`src/fthr_pkg.sv`:
```
// package for the fifo threshold configuration block
// Contract
// - threshold field sets paired rx/tx thresholds
// - threshold reached when count at least threshold
// - wake loads test words chosen by retention
// - test register reads keep reset values
// - attenuation bits 5:4 select 0/6/12/18 dB
// - field layout, reset values, config register read/write, test registers ignore writes
package fthr_pkg;
   localparam logic [5:0] FTHR_REG_ADDR = 6'h03;
   localparam logic [5:0] FTHR_TEST_WORD_TWO_ADDR = 6'h2C;
   localparam logic [5:0] FTHR_TEST_WORD_ONE_ADDR = 6'h2D;
   localparam int FTHR_THR_LSB = 0;
   localparam int FTHR_THR_MSB = 3;
   localparam int FTHR_ATT_LSB = 4;
   localparam int FTHR_ATT_MSB = 5;
   localparam int FTHR_RET_BIT = 6;
   localparam logic [7:0] FTHR_REG_RESET = 8'h07;
   localparam logic [6:0] FTHR_RX_BASE = 7'h04;
   localparam logic [6:0] FTHR_TX_BASE = 7'h3D;
   localparam logic [6:0] FTHR_STEP = 7'h04;
   // retention 0 and 1 test word pairs
   localparam logic [7:0] FTHR_T1_RET0 = 8'h31;
   localparam logic [7:0] FTHR_T2_RET0 = 8'h88;
   localparam logic [7:0] FTHR_T1_RET1 = 8'h35;
   localparam logic [7:0] FTHR_T2_RET1 = 8'h81;
   // reset values seen by register reads; same as the retention 0 pair
   localparam logic [7:0] FTHR_T1_RESET = 8'h31;
   localparam logic [7:0] FTHR_T2_RESET = 8'h88;
   localparam logic [5:0] FTHR_ATT_DB0 = 6'h00;
   localparam logic [5:0] FTHR_ATT_STEP_DB = 6'h06;
   typedef struct packed {
      logic rx_reached;
      logic tx_reached;
   } fthr_flags_t;
   typedef struct packed {
      logic [7:0] test_word_one;
      logic [7:0] test_word_two;
   } fthr_test_t;
endpackage : fthr_pkg

```
`src/fthr_top.sv`:
```
// fifo threshold configuration register with compare and wake logic
module fthr_top
(
   // clock and reset
   input wire logic mclk_in,
   input wire logic reset_n_in,
   // register port, single cycle
   input wire logic reg_wr_in,
   input wire logic reg_rd_in,
   input wire logic [5:0] reg_addr_in,
   input wire logic [7:0] reg_wdata_in,
   output logic [7:0] reg_rdata_out,
   output logic reg_rvalid_out,
   // fifo fill counts, same clock
   input wire logic [6:0] rx_count_in,
   input wire logic [6:0] tx_count_in,
   // power state
   input wire logic wake_in,
   // results
   output fthr_pkg::fthr_flags_t flags_out,
   output logic [6:0] rx_thr_out,
   output logic [6:0] tx_thr_out,
   output logic [1:0] near_atten_sel_out,
   output logic [5:0] near_atten_db_out,
   output fthr_pkg::fthr_test_t analog_test_out
);
   logic [7:0] fifo_threshold_config;
   wire logic sel_cfg;
   wire logic sel_t1;
   wire logic sel_t2;
   wire logic [7:0] next_rdata;
   wire logic [6:0] rx_thr;
   wire logic [6:0] tx_thr;
   wire fthr_pkg::fthr_flags_t flags;
   wire fthr_pkg::fthr_test_t next_test;
   wire logic converter_setting_retention;
   wire logic [1:0] att_sel;

   // one shared compare so read mux and write enable always agree
   function automatic logic addr_hit(input logic [5:0] addr, input logic [5:0] target);
      return addr == target;
   endfunction : addr_hit

   assign sel_cfg = addr_hit(reg_addr_in, fthr_pkg::FTHR_REG_ADDR);
   assign sel_t1 = addr_hit(reg_addr_in, fthr_pkg::FTHR_TEST_WORD_ONE_ADDR);
   assign sel_t2 = addr_hit(reg_addr_in, fthr_pkg::FTHR_TEST_WORD_TWO_ADDR);
   // test regs read reset value always; retention only steers analog
   assign next_rdata = sel_cfg ? fifo_threshold_config :
                       sel_t1 ? fthr_pkg::FTHR_T1_RESET :
                       sel_t2 ? fthr_pkg::FTHR_T2_RESET : 8'h00;
   assign converter_setting_retention = fifo_threshold_config[fthr_pkg::FTHR_RET_BIT];
   assign att_sel = fifo_threshold_config[fthr_pkg::FTHR_ATT_MSB:fthr_pkg::FTHR_ATT_LSB];
   assign next_test.test_word_one = converter_setting_retention ?
      fthr_pkg::FTHR_T1_RET1 : fthr_pkg::FTHR_T1_RET0;
   assign next_test.test_word_two = converter_setting_retention ?
      fthr_pkg::FTHR_T2_RET1 : fthr_pkg::FTHR_T2_RET0;

   fthr_compare u_cmp
   (
      .fifo_fill_threshold_in(fifo_threshold_config[fthr_pkg::FTHR_THR_MSB:fthr_pkg::FTHR_THR_LSB]),
      .rx_count_in(rx_count_in),
      .tx_count_in(tx_count_in),
      .rx_thr_out(rx_thr),
      .tx_thr_out(tx_thr),
      .flags_out(flags)
   );

   always_ff @(posedge mclk_in or negedge reset_n_in)
   begin
      if (!reset_n_in)
      begin
         fifo_threshold_config <= fthr_pkg::FTHR_REG_RESET;
      end
      else if (reg_wr_in && sel_cfg)
      begin
         fifo_threshold_config <= reg_wdata_in;
      end
   end

   always_ff @(posedge mclk_in or negedge reset_n_in)
   begin
      if (!reset_n_in)
      begin
         reg_rdata_out <= 8'h00;
         reg_rvalid_out <= 1'b0;
         flags_out <= '0;
         rx_thr_out <= fthr_pkg::FTHR_RX_BASE;
         tx_thr_out <= fthr_pkg::FTHR_TX_BASE;
         near_atten_sel_out <= 2'h0;
         near_atten_db_out <= fthr_pkg::FTHR_ATT_DB0;
      end
      else
      begin
         reg_rvalid_out <= reg_rd_in;
         if (reg_rd_in)
         begin
            reg_rdata_out <= next_rdata;
         end
         flags_out <= flags;
         rx_thr_out <= rx_thr;
         tx_thr_out <= tx_thr;
         near_atten_sel_out <= att_sel;
         near_atten_db_out <= 6'(att_sel) * fthr_pkg::FTHR_ATT_STEP_DB;
      end
   end

   // loaded only on wake; holds otherwise so analog sees stable words
   always_ff @(posedge mclk_in or negedge reset_n_in)
   begin
      if (!reset_n_in)
      begin
         analog_test_out <= {fthr_pkg::FTHR_T1_RET0, fthr_pkg::FTHR_T2_RET0};
      end
      else if (wake_in)
      begin
         analog_test_out <= next_test;
      end
   end

   // register port
   a_cfg_write: assert property (@(posedge mclk_in) disable iff (!reset_n_in)
      (reg_wr_in && sel_cfg) |=> fifo_threshold_config == $past(reg_wdata_in))
      else $error("config write lost");

   a_cfg_hold: assert property (@(posedge mclk_in) disable iff (!reset_n_in)
      !(reg_wr_in && sel_cfg) |=> $stable(fifo_threshold_config))
      else $error("config changed without write");

   a_cfg_read: assert property (@(posedge mclk_in) disable iff (!reset_n_in)
      (reg_rd_in && sel_cfg) |=> reg_rdata_out == $past(fifo_threshold_config))
      else $error("config read wrong");

   a_rvalid_pulse: assert property (@(posedge mclk_in) disable iff (!reset_n_in)
      $past(reset_n_in) |-> reg_rvalid_out == $past(reg_rd_in))
      else $error("read valid not one cycle after read");

   a_rdata_hold: assert property (@(posedge mclk_in) disable iff (!reset_n_in)
      !reg_rvalid_out |-> $stable(reg_rdata_out))
      else $error("read data moved without read");

   a_unmapped_zero: assert property (@(posedge mclk_in) disable iff (!reset_n_in)
      (reg_rd_in && !sel_cfg && !sel_t1 && !sel_t2) |=> reg_rdata_out == 8'h00)
      else $error("unmapped read not zero");

   a_test_read: assert property (@(posedge mclk_in) disable iff (!reset_n_in)
      (reg_rd_in && sel_t1) |=> reg_rdata_out == fthr_pkg::FTHR_T1_RESET)
      else $error("test read not reset value");

   a_test_word_two_read: assert property (@(posedge mclk_in) disable iff (!reset_n_in)
      (reg_rd_in && sel_t2) |=> reg_rdata_out == fthr_pkg::FTHR_T2_RESET)
      else $error("second test read not reset value");

   // thresholds and flags
   a_thr_tx_pair: assert property (@(posedge mclk_in) disable iff (!reset_n_in)
      7'(rx_thr_out + tx_thr_out) == 7'h41)
      else $error("thresholds not paired");

   a_rx_formula: assert property (@(posedge mclk_in) disable iff (!reset_n_in)
      rx_thr == fthr_pkg::FTHR_RX_BASE +
      7'({fifo_threshold_config[fthr_pkg::FTHR_THR_MSB:fthr_pkg::FTHR_THR_LSB], 2'h0}))
      else $error("rx threshold wrong");

   a_tx_formula: assert property (@(posedge mclk_in) disable iff (!reset_n_in)
      tx_thr == fthr_pkg::FTHR_TX_BASE -
      7'({fifo_threshold_config[fthr_pkg::FTHR_THR_MSB:fthr_pkg::FTHR_THR_LSB], 2'h0}))
      else $error("tx threshold wrong");

   a_thr_range: assert property (@(posedge mclk_in) disable iff (!reset_n_in)
      rx_thr >= 7'h04 && rx_thr <= 7'h40 && tx_thr >= 7'h01)
      else $error("threshold out of range");

   a_thr_out_lag: assert property (@(posedge mclk_in) disable iff (!reset_n_in)
      $past(reset_n_in) |-> rx_thr_out == $past(rx_thr) && tx_thr_out == $past(tx_thr))
      else $error("threshold outputs lag wrong");

   a_thr_flag_rx: assert property (@(posedge mclk_in) disable iff (!reset_n_in)
      $past(reset_n_in) |-> flags_out.rx_reached == $past(rx_count_in >= rx_thr))
      else $error("rx flag wrong");

   a_tx_flag: assert property (@(posedge mclk_in) disable iff (!reset_n_in)
      $past(reset_n_in) |-> flags_out.tx_reached == $past(tx_count_in >= tx_thr))
      else $error("tx flag wrong");

   a_flag_rx_full: assert property (@(posedge mclk_in) disable iff (!reset_n_in)
      ($past(reset_n_in) && $past(rx_count_in) == 7'h40) |-> flags_out.rx_reached)
      else $error("full rx fifo not at threshold");

   a_flag_tx_empty: assert property (@(posedge mclk_in) disable iff (!reset_n_in)
      ($past(reset_n_in) && $past(tx_count_in) == 7'h00) |-> !flags_out.tx_reached)
      else $error("empty tx fifo flagged");

   // attenuation
   a_atten_db: assert property (@(posedge mclk_in) disable iff (!reset_n_in)
      near_atten_db_out == {2'h0, near_atten_sel_out, 2'h0} +
      {3'h0, near_atten_sel_out, 1'h0})
      else $error("atten db wrong");

   a_atten_sel: assert property (@(posedge mclk_in) disable iff (!reset_n_in)
      $past(reset_n_in) |-> near_atten_sel_out == $past(att_sel))
      else $error("atten select wrong");

   a_atten_range: assert property (@(posedge mclk_in) disable iff (!reset_n_in)
      near_atten_db_out <= 6'h12)
      else $error("atten beyond top step");

   // wake words; retention only steers the analog copy
   a_wake_words: assert property (@(posedge mclk_in) disable iff (!reset_n_in)
      wake_in |=> analog_test_out.test_word_one ==
      ($past(converter_setting_retention) ? 8'h35 : 8'h31))
      else $error("wake test word wrong");

   a_wake_word_two: assert property (@(posedge mclk_in) disable iff (!reset_n_in)
      wake_in |=> analog_test_out.test_word_two ==
      ($past(converter_setting_retention) ? 8'h81 : 8'h88))
      else $error("second wake test word wrong");

   a_wake_hold: assert property (@(posedge mclk_in) disable iff (!reset_n_in)
      !wake_in |=> $stable(analog_test_out))
      else $error("test words moved without wake");

   a_test_pairs: assert property (@(posedge mclk_in) disable iff (!reset_n_in)
      analog_test_out == {fthr_pkg::FTHR_T1_RET0, fthr_pkg::FTHR_T2_RET0} ||
      analog_test_out == {fthr_pkg::FTHR_T1_RET1, fthr_pkg::FTHR_T2_RET1})
      else $error("test words not a known pair");

   // main scenarios
   c_rx_hit: cover property (@(posedge mclk_in) flags_out.rx_reached);
   c_tx_hit: cover property (@(posedge mclk_in) flags_out.tx_reached);
   c_wake_ret1: cover property (@(posedge mclk_in) wake_in && converter_setting_retention);
   c_max_thr: cover property (@(posedge mclk_in) rx_thr == 7'h40);
   c_test_read: cover property (@(posedge mclk_in) reg_rd_in && sel_t1);
endmodule : fthr_top

```
`src/fthr_compare.sv`:
```
// threshold decode and fill comparison
module fthr_compare
(
   // setting
   input wire logic [3:0] fifo_fill_threshold_in,
   // fill counts
   input wire logic [6:0] rx_count_in,
   input wire logic [6:0] tx_count_in,
   // results
   output logic [6:0] rx_thr_out,
   output logic [6:0] tx_thr_out,
   output fthr_pkg::fthr_flags_t flags_out
);
   wire logic [6:0] step_amt;
   assign step_amt = 7'(fifo_fill_threshold_in) * fthr_pkg::FTHR_STEP;
   assign rx_thr_out = fthr_pkg::FTHR_RX_BASE + step_amt;
   assign tx_thr_out = fthr_pkg::FTHR_TX_BASE - step_amt;
   assign flags_out.rx_reached = rx_count_in >= rx_thr_out;
   assign flags_out.tx_reached = tx_count_in >= tx_thr_out;
endmodule : fthr_compare

```
`config.mk`:
```
export PLATFORM = sky130hd
export DESIGN_NAME = fthr_top
export DESIGN_NICKNAME = d
export VERILOG_FILES = /design/src/fthr_pkg.sv /design/src/fthr_top.sv /design/src/fthr_compare.sv
export SDC_FILE = /design/constraint.sdc
export NUM_CORES = 1
export LEC_CHECK = 0
export BUFFER_PORTS_ARGS = -buffer_cell sky130_fd_sc_hd__buf_2
export CELL_PAD_IN_SITES_DETAIL_PLACEMENT = 0
export CELL_PAD_IN_SITES_GLOBAL_PLACEMENT = 2
export CORE_UTILIZATION = 29
export CTS_CLUSTER_SIZE = 24
export DETAILED_ROUTE_END_ITERATION = 16
export GPL_ROUTABILITY_DRIVEN = 0
export PLACE_DENSITY = 0.87
export SYNTH_ARGS = -nofsm -noshare
export SYNTH_HDL_FRONTEND = slang
export SYNTH_HIERARCHICAL = 1
export SYNTH_SLANG_ARGS = --single-unit
export TNS_END_PERCENT = 100
```
`constraint.sdc`:
```
create_clock -name mclk_in -period 2 [get_ports mclk_in]
set_clock_uncertainty 0.1 [all_clocks]
set_input_delay 0.6 -clock mclk_in [delete_from_list [all_inputs] [get_ports mclk_in]]
set_output_delay 0.6 -clock mclk_in [all_outputs]
set_load 0.1 [all_outputs]
```
## Word-level counts from Yosys, hierarchy flattened

Cells that the tools add are included.

| storage, ports and cells | value |
|---|---|
| output and inout port bits | 49 |
| bits of input ports | 33 |
| register bits | 55 |
| logic and storage cells | 25 |

| cells by class | value |
|---|---|
| add/subtract/negate cells | 2 |
| multiplexer cells | 5 |
| reductions and logical operators | 1 |
| $lt $le $gt $ge | 2 |
| multipliers | 1 |
| equal/unequal tests | 3 |

Operators with widths:

| cell | count |
|---|---|
| 8-bit two-way mux | 3 |
| 7-bit greater-or-equal comparator | 2 |
| 6-bit equality test, second input constant | 2 |
| 3-bit by 6-bit adder with 7-bit output, first input constant | 1 |
| 6-bit by 6-bit subtractor with 7-bit output, first input constant | 1 |
| 6-bit by 2-bit equality test with 1-bit output, second input constant | 1 |
| 2-bit by 2-bit multiplier with 4-bit output, second input constant | 1 |
| 4-bit two-way mux | 1 |
| 3-bit two-way mux | 1 |
| 1-bit logical AND | 1 |

## Longest topological paths before layout

| depth | value |
|---|---|
| word-level depth | 4 |
| gate-level depth with buffers | 5 |
| depth with buffers taken out | 5 |

## Hierarchy

Netlist, hierarchy kept.

Modules (own cells, without submodules):

| module | area an instance (sq um) | cells an instance | sequential area each (sq um) | instances |
|---|---|---|---|---|
| fthr_top | 1508.9 | 103 | 1013.5 | 1 |
| fthr_compare | 331.6 | 43 | 0.0 | 1 |

## Worst setup path before layout

Ideal clock, no wire load.

| timing | value |
|---|---|
| kind | register to output |
| from | register analog_test_out[0] (netlist name) |
| to | output port analog_test_out[10] (netlist name) |
| path slack | -0.037 ns |
| cell stages (with the launch flop) | 2 |
| required time | 1.300 ns |
| buffers on the path | 1 |
| arrival | 1.337 ns |
| path through | dfrtp_1 > buf_4 |

RTL lines:

| item | RTL line | text |
|---|---|---|
| end: declaration | fthr_top.sv:25 | `output fthr_pkg::fthr_test_t analog_test_out` |

## Worst setup path after layout

| timing | value |
|---|---|
| from | register tx_thr_out[5] |
| to | output port tx_thr_out[5] |

RTL lines:

| item | RTL line | text |
|---|---|---|
| start: declaration | fthr_top.sv:22 | `output logic [6:0] tx_thr_out,` |
| start signal: assignment | fthr_top.sv:88 | `tx_thr_out <= fthr_pkg::FTHR_TX_BASE;` |
| start signal: assignment | fthr_top.sv:101 | `tx_thr_out <= tx_thr;` |

No word-level cell between the ends.

==> results_dict.tcl <==
set metrics [dict create \
    status "completed" \
    globalRouteOverflowTotal 0 \
    clk_path_buf_depth 2 \
    cts_sinks 40 \
    root_buffer "clkbuf_8" \
    ios 82 \
    numCtsBuffers 5 \
    crit_type "reg2out" \
    cts.htree.levels 2 \
    ys_seq_area_share_pct 55.1 \
    timing.final.hold_violations 0 \
    finalNetCount 259 \
    crit_chain "buf_2" \
    ys.flop_type "dfrtp_1" \
    cp_max_fo 1 \
    layout.cells.non_filler 290 \
    syn-instance-count 146 \
    synthArstFlopShare_pct 100 \
    dp_hpwl_um 2650 \
    antenna_cells 0 \
    reg2reg_depth 5 \
    setup_viol 0 \
    arrival_ps 1230 \
    path_buf_inv 1 \
    core_um2 6030 \
    dpl.cell_count 282 \
    dieArea_um2 6670 \
    ant_nets 0 \
    yosysTopAreaCell "dfrtp_1" \
    die_h_um 81.7 \
    cpLargestDelayFamily "flip-flops" \
    ys_ff_latch 40 \
    portBuffers 66 \
    power_mw 2.58 \
    max-cap-violations 0 \
    cts_setup_buffers 0 \
    startpoint_type "flip-flop" \
    synth.distinct_cells 33 \
    track_usage_pct 11.4 \
    synth_area_per_cell_um2 12.6 \
    via_per_inst 4.02 \
    hp-class "in2async" \
    vias 1165 \
    critical_path_required_ps 1300 \
    grt_pass1_wl_um 5620 \
    drc 0 \
    slowest_stage "dfstp_2" \
    stdcell_area_um2 2310 \
    rsz0062_at_grt "no" \
    fmax_mhz 519 \
    netlist_area_um2 1840 \
    dr.first_iter.drc_count 20 \
    clkLatencyLatePin_ps 280 \
    wire_per_inst_um 11.8 \
    cts_resized 0 \
    p_leak_nw 1.22 \
    placed_area_um2 2170 \
    synth_top_area_share_pct 40.8 \
    r2r-end "flags_out[1]$_DFF_PN0_" \
    synth_warnings 6 \
    areaGrowthSynthToFinish_pct 25.3 \
    cellPowerDensity_nw_per_um2 1120 \
    first_pass_iters 4 \
    end_kind "primary output" \
    clk_pin_slew_ps 80 \
    grt_pass1_vias 1224 \
    fillers 604 \
    cts_tree "done" \
    critPathMaxStageDelay_ps 530 \
    finalCritPeriodShare_pct 96.4 \
    postCtsHoldBufs 0 \
    ir_drop_mv 0.412 \
    holdWs_ps 261 \
    slew_violations 0 \
    reg2reg_from "fifo_threshold_config[1]$_DFFE_PN1P_" \
    synth_edf_count 0 \
    rows 28 \
    routed_wl_um 3410 \
    layout-drive-gt1-share_pct 47.9 \
    period_needed_ps 1930 \
    grt_max_degree 41 \
    netlist_top_cells_area "dfrtp_1 (41%), dfstp_2 (14%), buf_4 (9.4%)" \
    fin_tns_setup_ps 0 \
    die_w_um 81.7 \
    worst-r2r-setup-slack_ps 240 \
    start_util_pct 30.5 \
    antenna_found_initial 0 \
]
## state kept, by name, summed over array words and instances (netlist names)
signal and flops:
rx_thr_out 7, fifo_threshold_config 8, near_atten_sel_out 2, flags_out 2, reg_rvalid_out 1, tx_thr_out 7, analog_test_out 2, reg_rdata_out 8
near_atten_db_out 3
## synthesized netlist by cell type, types with 2 or more instances
| library cell | number |
|---|---|
| conb_1 | 4 |
| ha_1 | 12 |
| dfstp_2 | 10 |
| nand2_1 | 7 |
| inv_1 | 15 |
| mux2_2 | 9 |
| dfrtp_1 | 30 |
| buf_4 | 23 |
| o22ai_1 | 3 |
| nor2b_1 | 5 |
| a21oi_1 | 2 |
| a311o_1 | 5 |
## worst reg2reg max path, delay by kind of cell, from the launching register on
family	cells	cell delay [ps]
AO/OA/AOI/OAI	2	290
XOR/XNOR	1	160
adder cells (fa/ha/maj)	2	500
flip-flops	1	610
## where the power goes
part           switching, mW  total, mW  internal, mW
clock                  0.267      0.766         0.499
combinational          0.717      0.855         0.138
sequential            0.0501      0.957         0.907
total                   1.03       2.58          1.54
## metal layers
layer | vias to the layer above | track usage (%) | part of all wire [%]
met2 | 48 | 17.6 | 44
li1 | 583 | - | -
met4 | 0 | 3.16 | 1.1
met1 | 529 | 14.2 | 45
met5 | - | 0 | 0
met3 | 5 | 5.44 | 10
## cell families after synthesis
| logic type | after synthesis | synth area share [%] |
|---|---|---|
| compound gates | 16 | 7.14 |
| xor+xnor | 2 | 1.36 |
| fa+ha+maj | 12 | 8.16 |
| buf+inv | 39 | 12.6 |
| flops | 40 | 55.1 |
| mux | 10 | 6.05 |
| other cells | 4 | 0.816 |
| simple gates | 23 | 8.77 |
## worst max path at each step
stage	start	slack, ps	cells after the start	end
global placement	reg_addr_in[5]	200	4	fifo_threshold_config[3]$_DFFE_PN0P_
global route	analog_test_out[3]$_DFFE_PN1P_	30	1	analog_test_out[3]
CTS	tx_thr_out[5]$_DFF_PN1_	50	1	tx_thr_out[5]
floorplan	analog_test_out[0]$_DFFE_PN0P_	260	1	analog_test_out[10]
detailed placement	reg_addr_in[5]	180	4	fifo_threshold_config[5]$_DFFE_PN0P_
finish	tx_thr_out[5]$_DFF_PN1_	70	1	tx_thr_out[5]
## layout make-up
cell class	instances	area, um2	area share [%]
clock buffer	6	72.6	3.15
clock inverter	2	60.1	2.60
inverter	15	56.3	2.44
sequential	40	1020	44.1
tap	75	93.8	4.07
timing repair buffer	69	353	15.3
multi-input combinational	83	654	28.4
## layout by cell type, fill, tap and decap left out, types with 2 or more instances in the layout
| cell | Yosys | routed |
|---|---|---|
| a21oi_1 | 2 | 2 |
| a311o_1 | 5 | 5 |
| buf_2 | 0 | 66 |
| buf_4 | 23 | 3 |
| bufinv_16 | 0 | 2 |
| clkbuf_8 | 0 | 5 |
| conb_1 | 4 | 20 |
| dfrtp_1 | 30 | 28 |
| dfrtp_2 | 0 | 2 |
| dfstp_2 | 10 | 10 |
| ha_1 | 12 | 12 |
| inv_1 | 15 | 15 |
| mux2_2 | 9 | 9 |
| nand2_1 | 7 | 7 |
| nor2b_1 | 5 | 5 |
| o22ai_1 | 3 | 3 |
## per-stage QoR
| stage | setup WS, ps | utilization, % |
|---|---|---|
| global route | 33.1 | 38.3 |
| CTS | 55.0 | 38.3 |
| finish | 72.7 | 38.3 |
| floorplan | 256 | - |
| detailed placement | 177 | 36.1 |
| global placement | 200 | 36.1 |
Power figures use the tool's default switching activity.
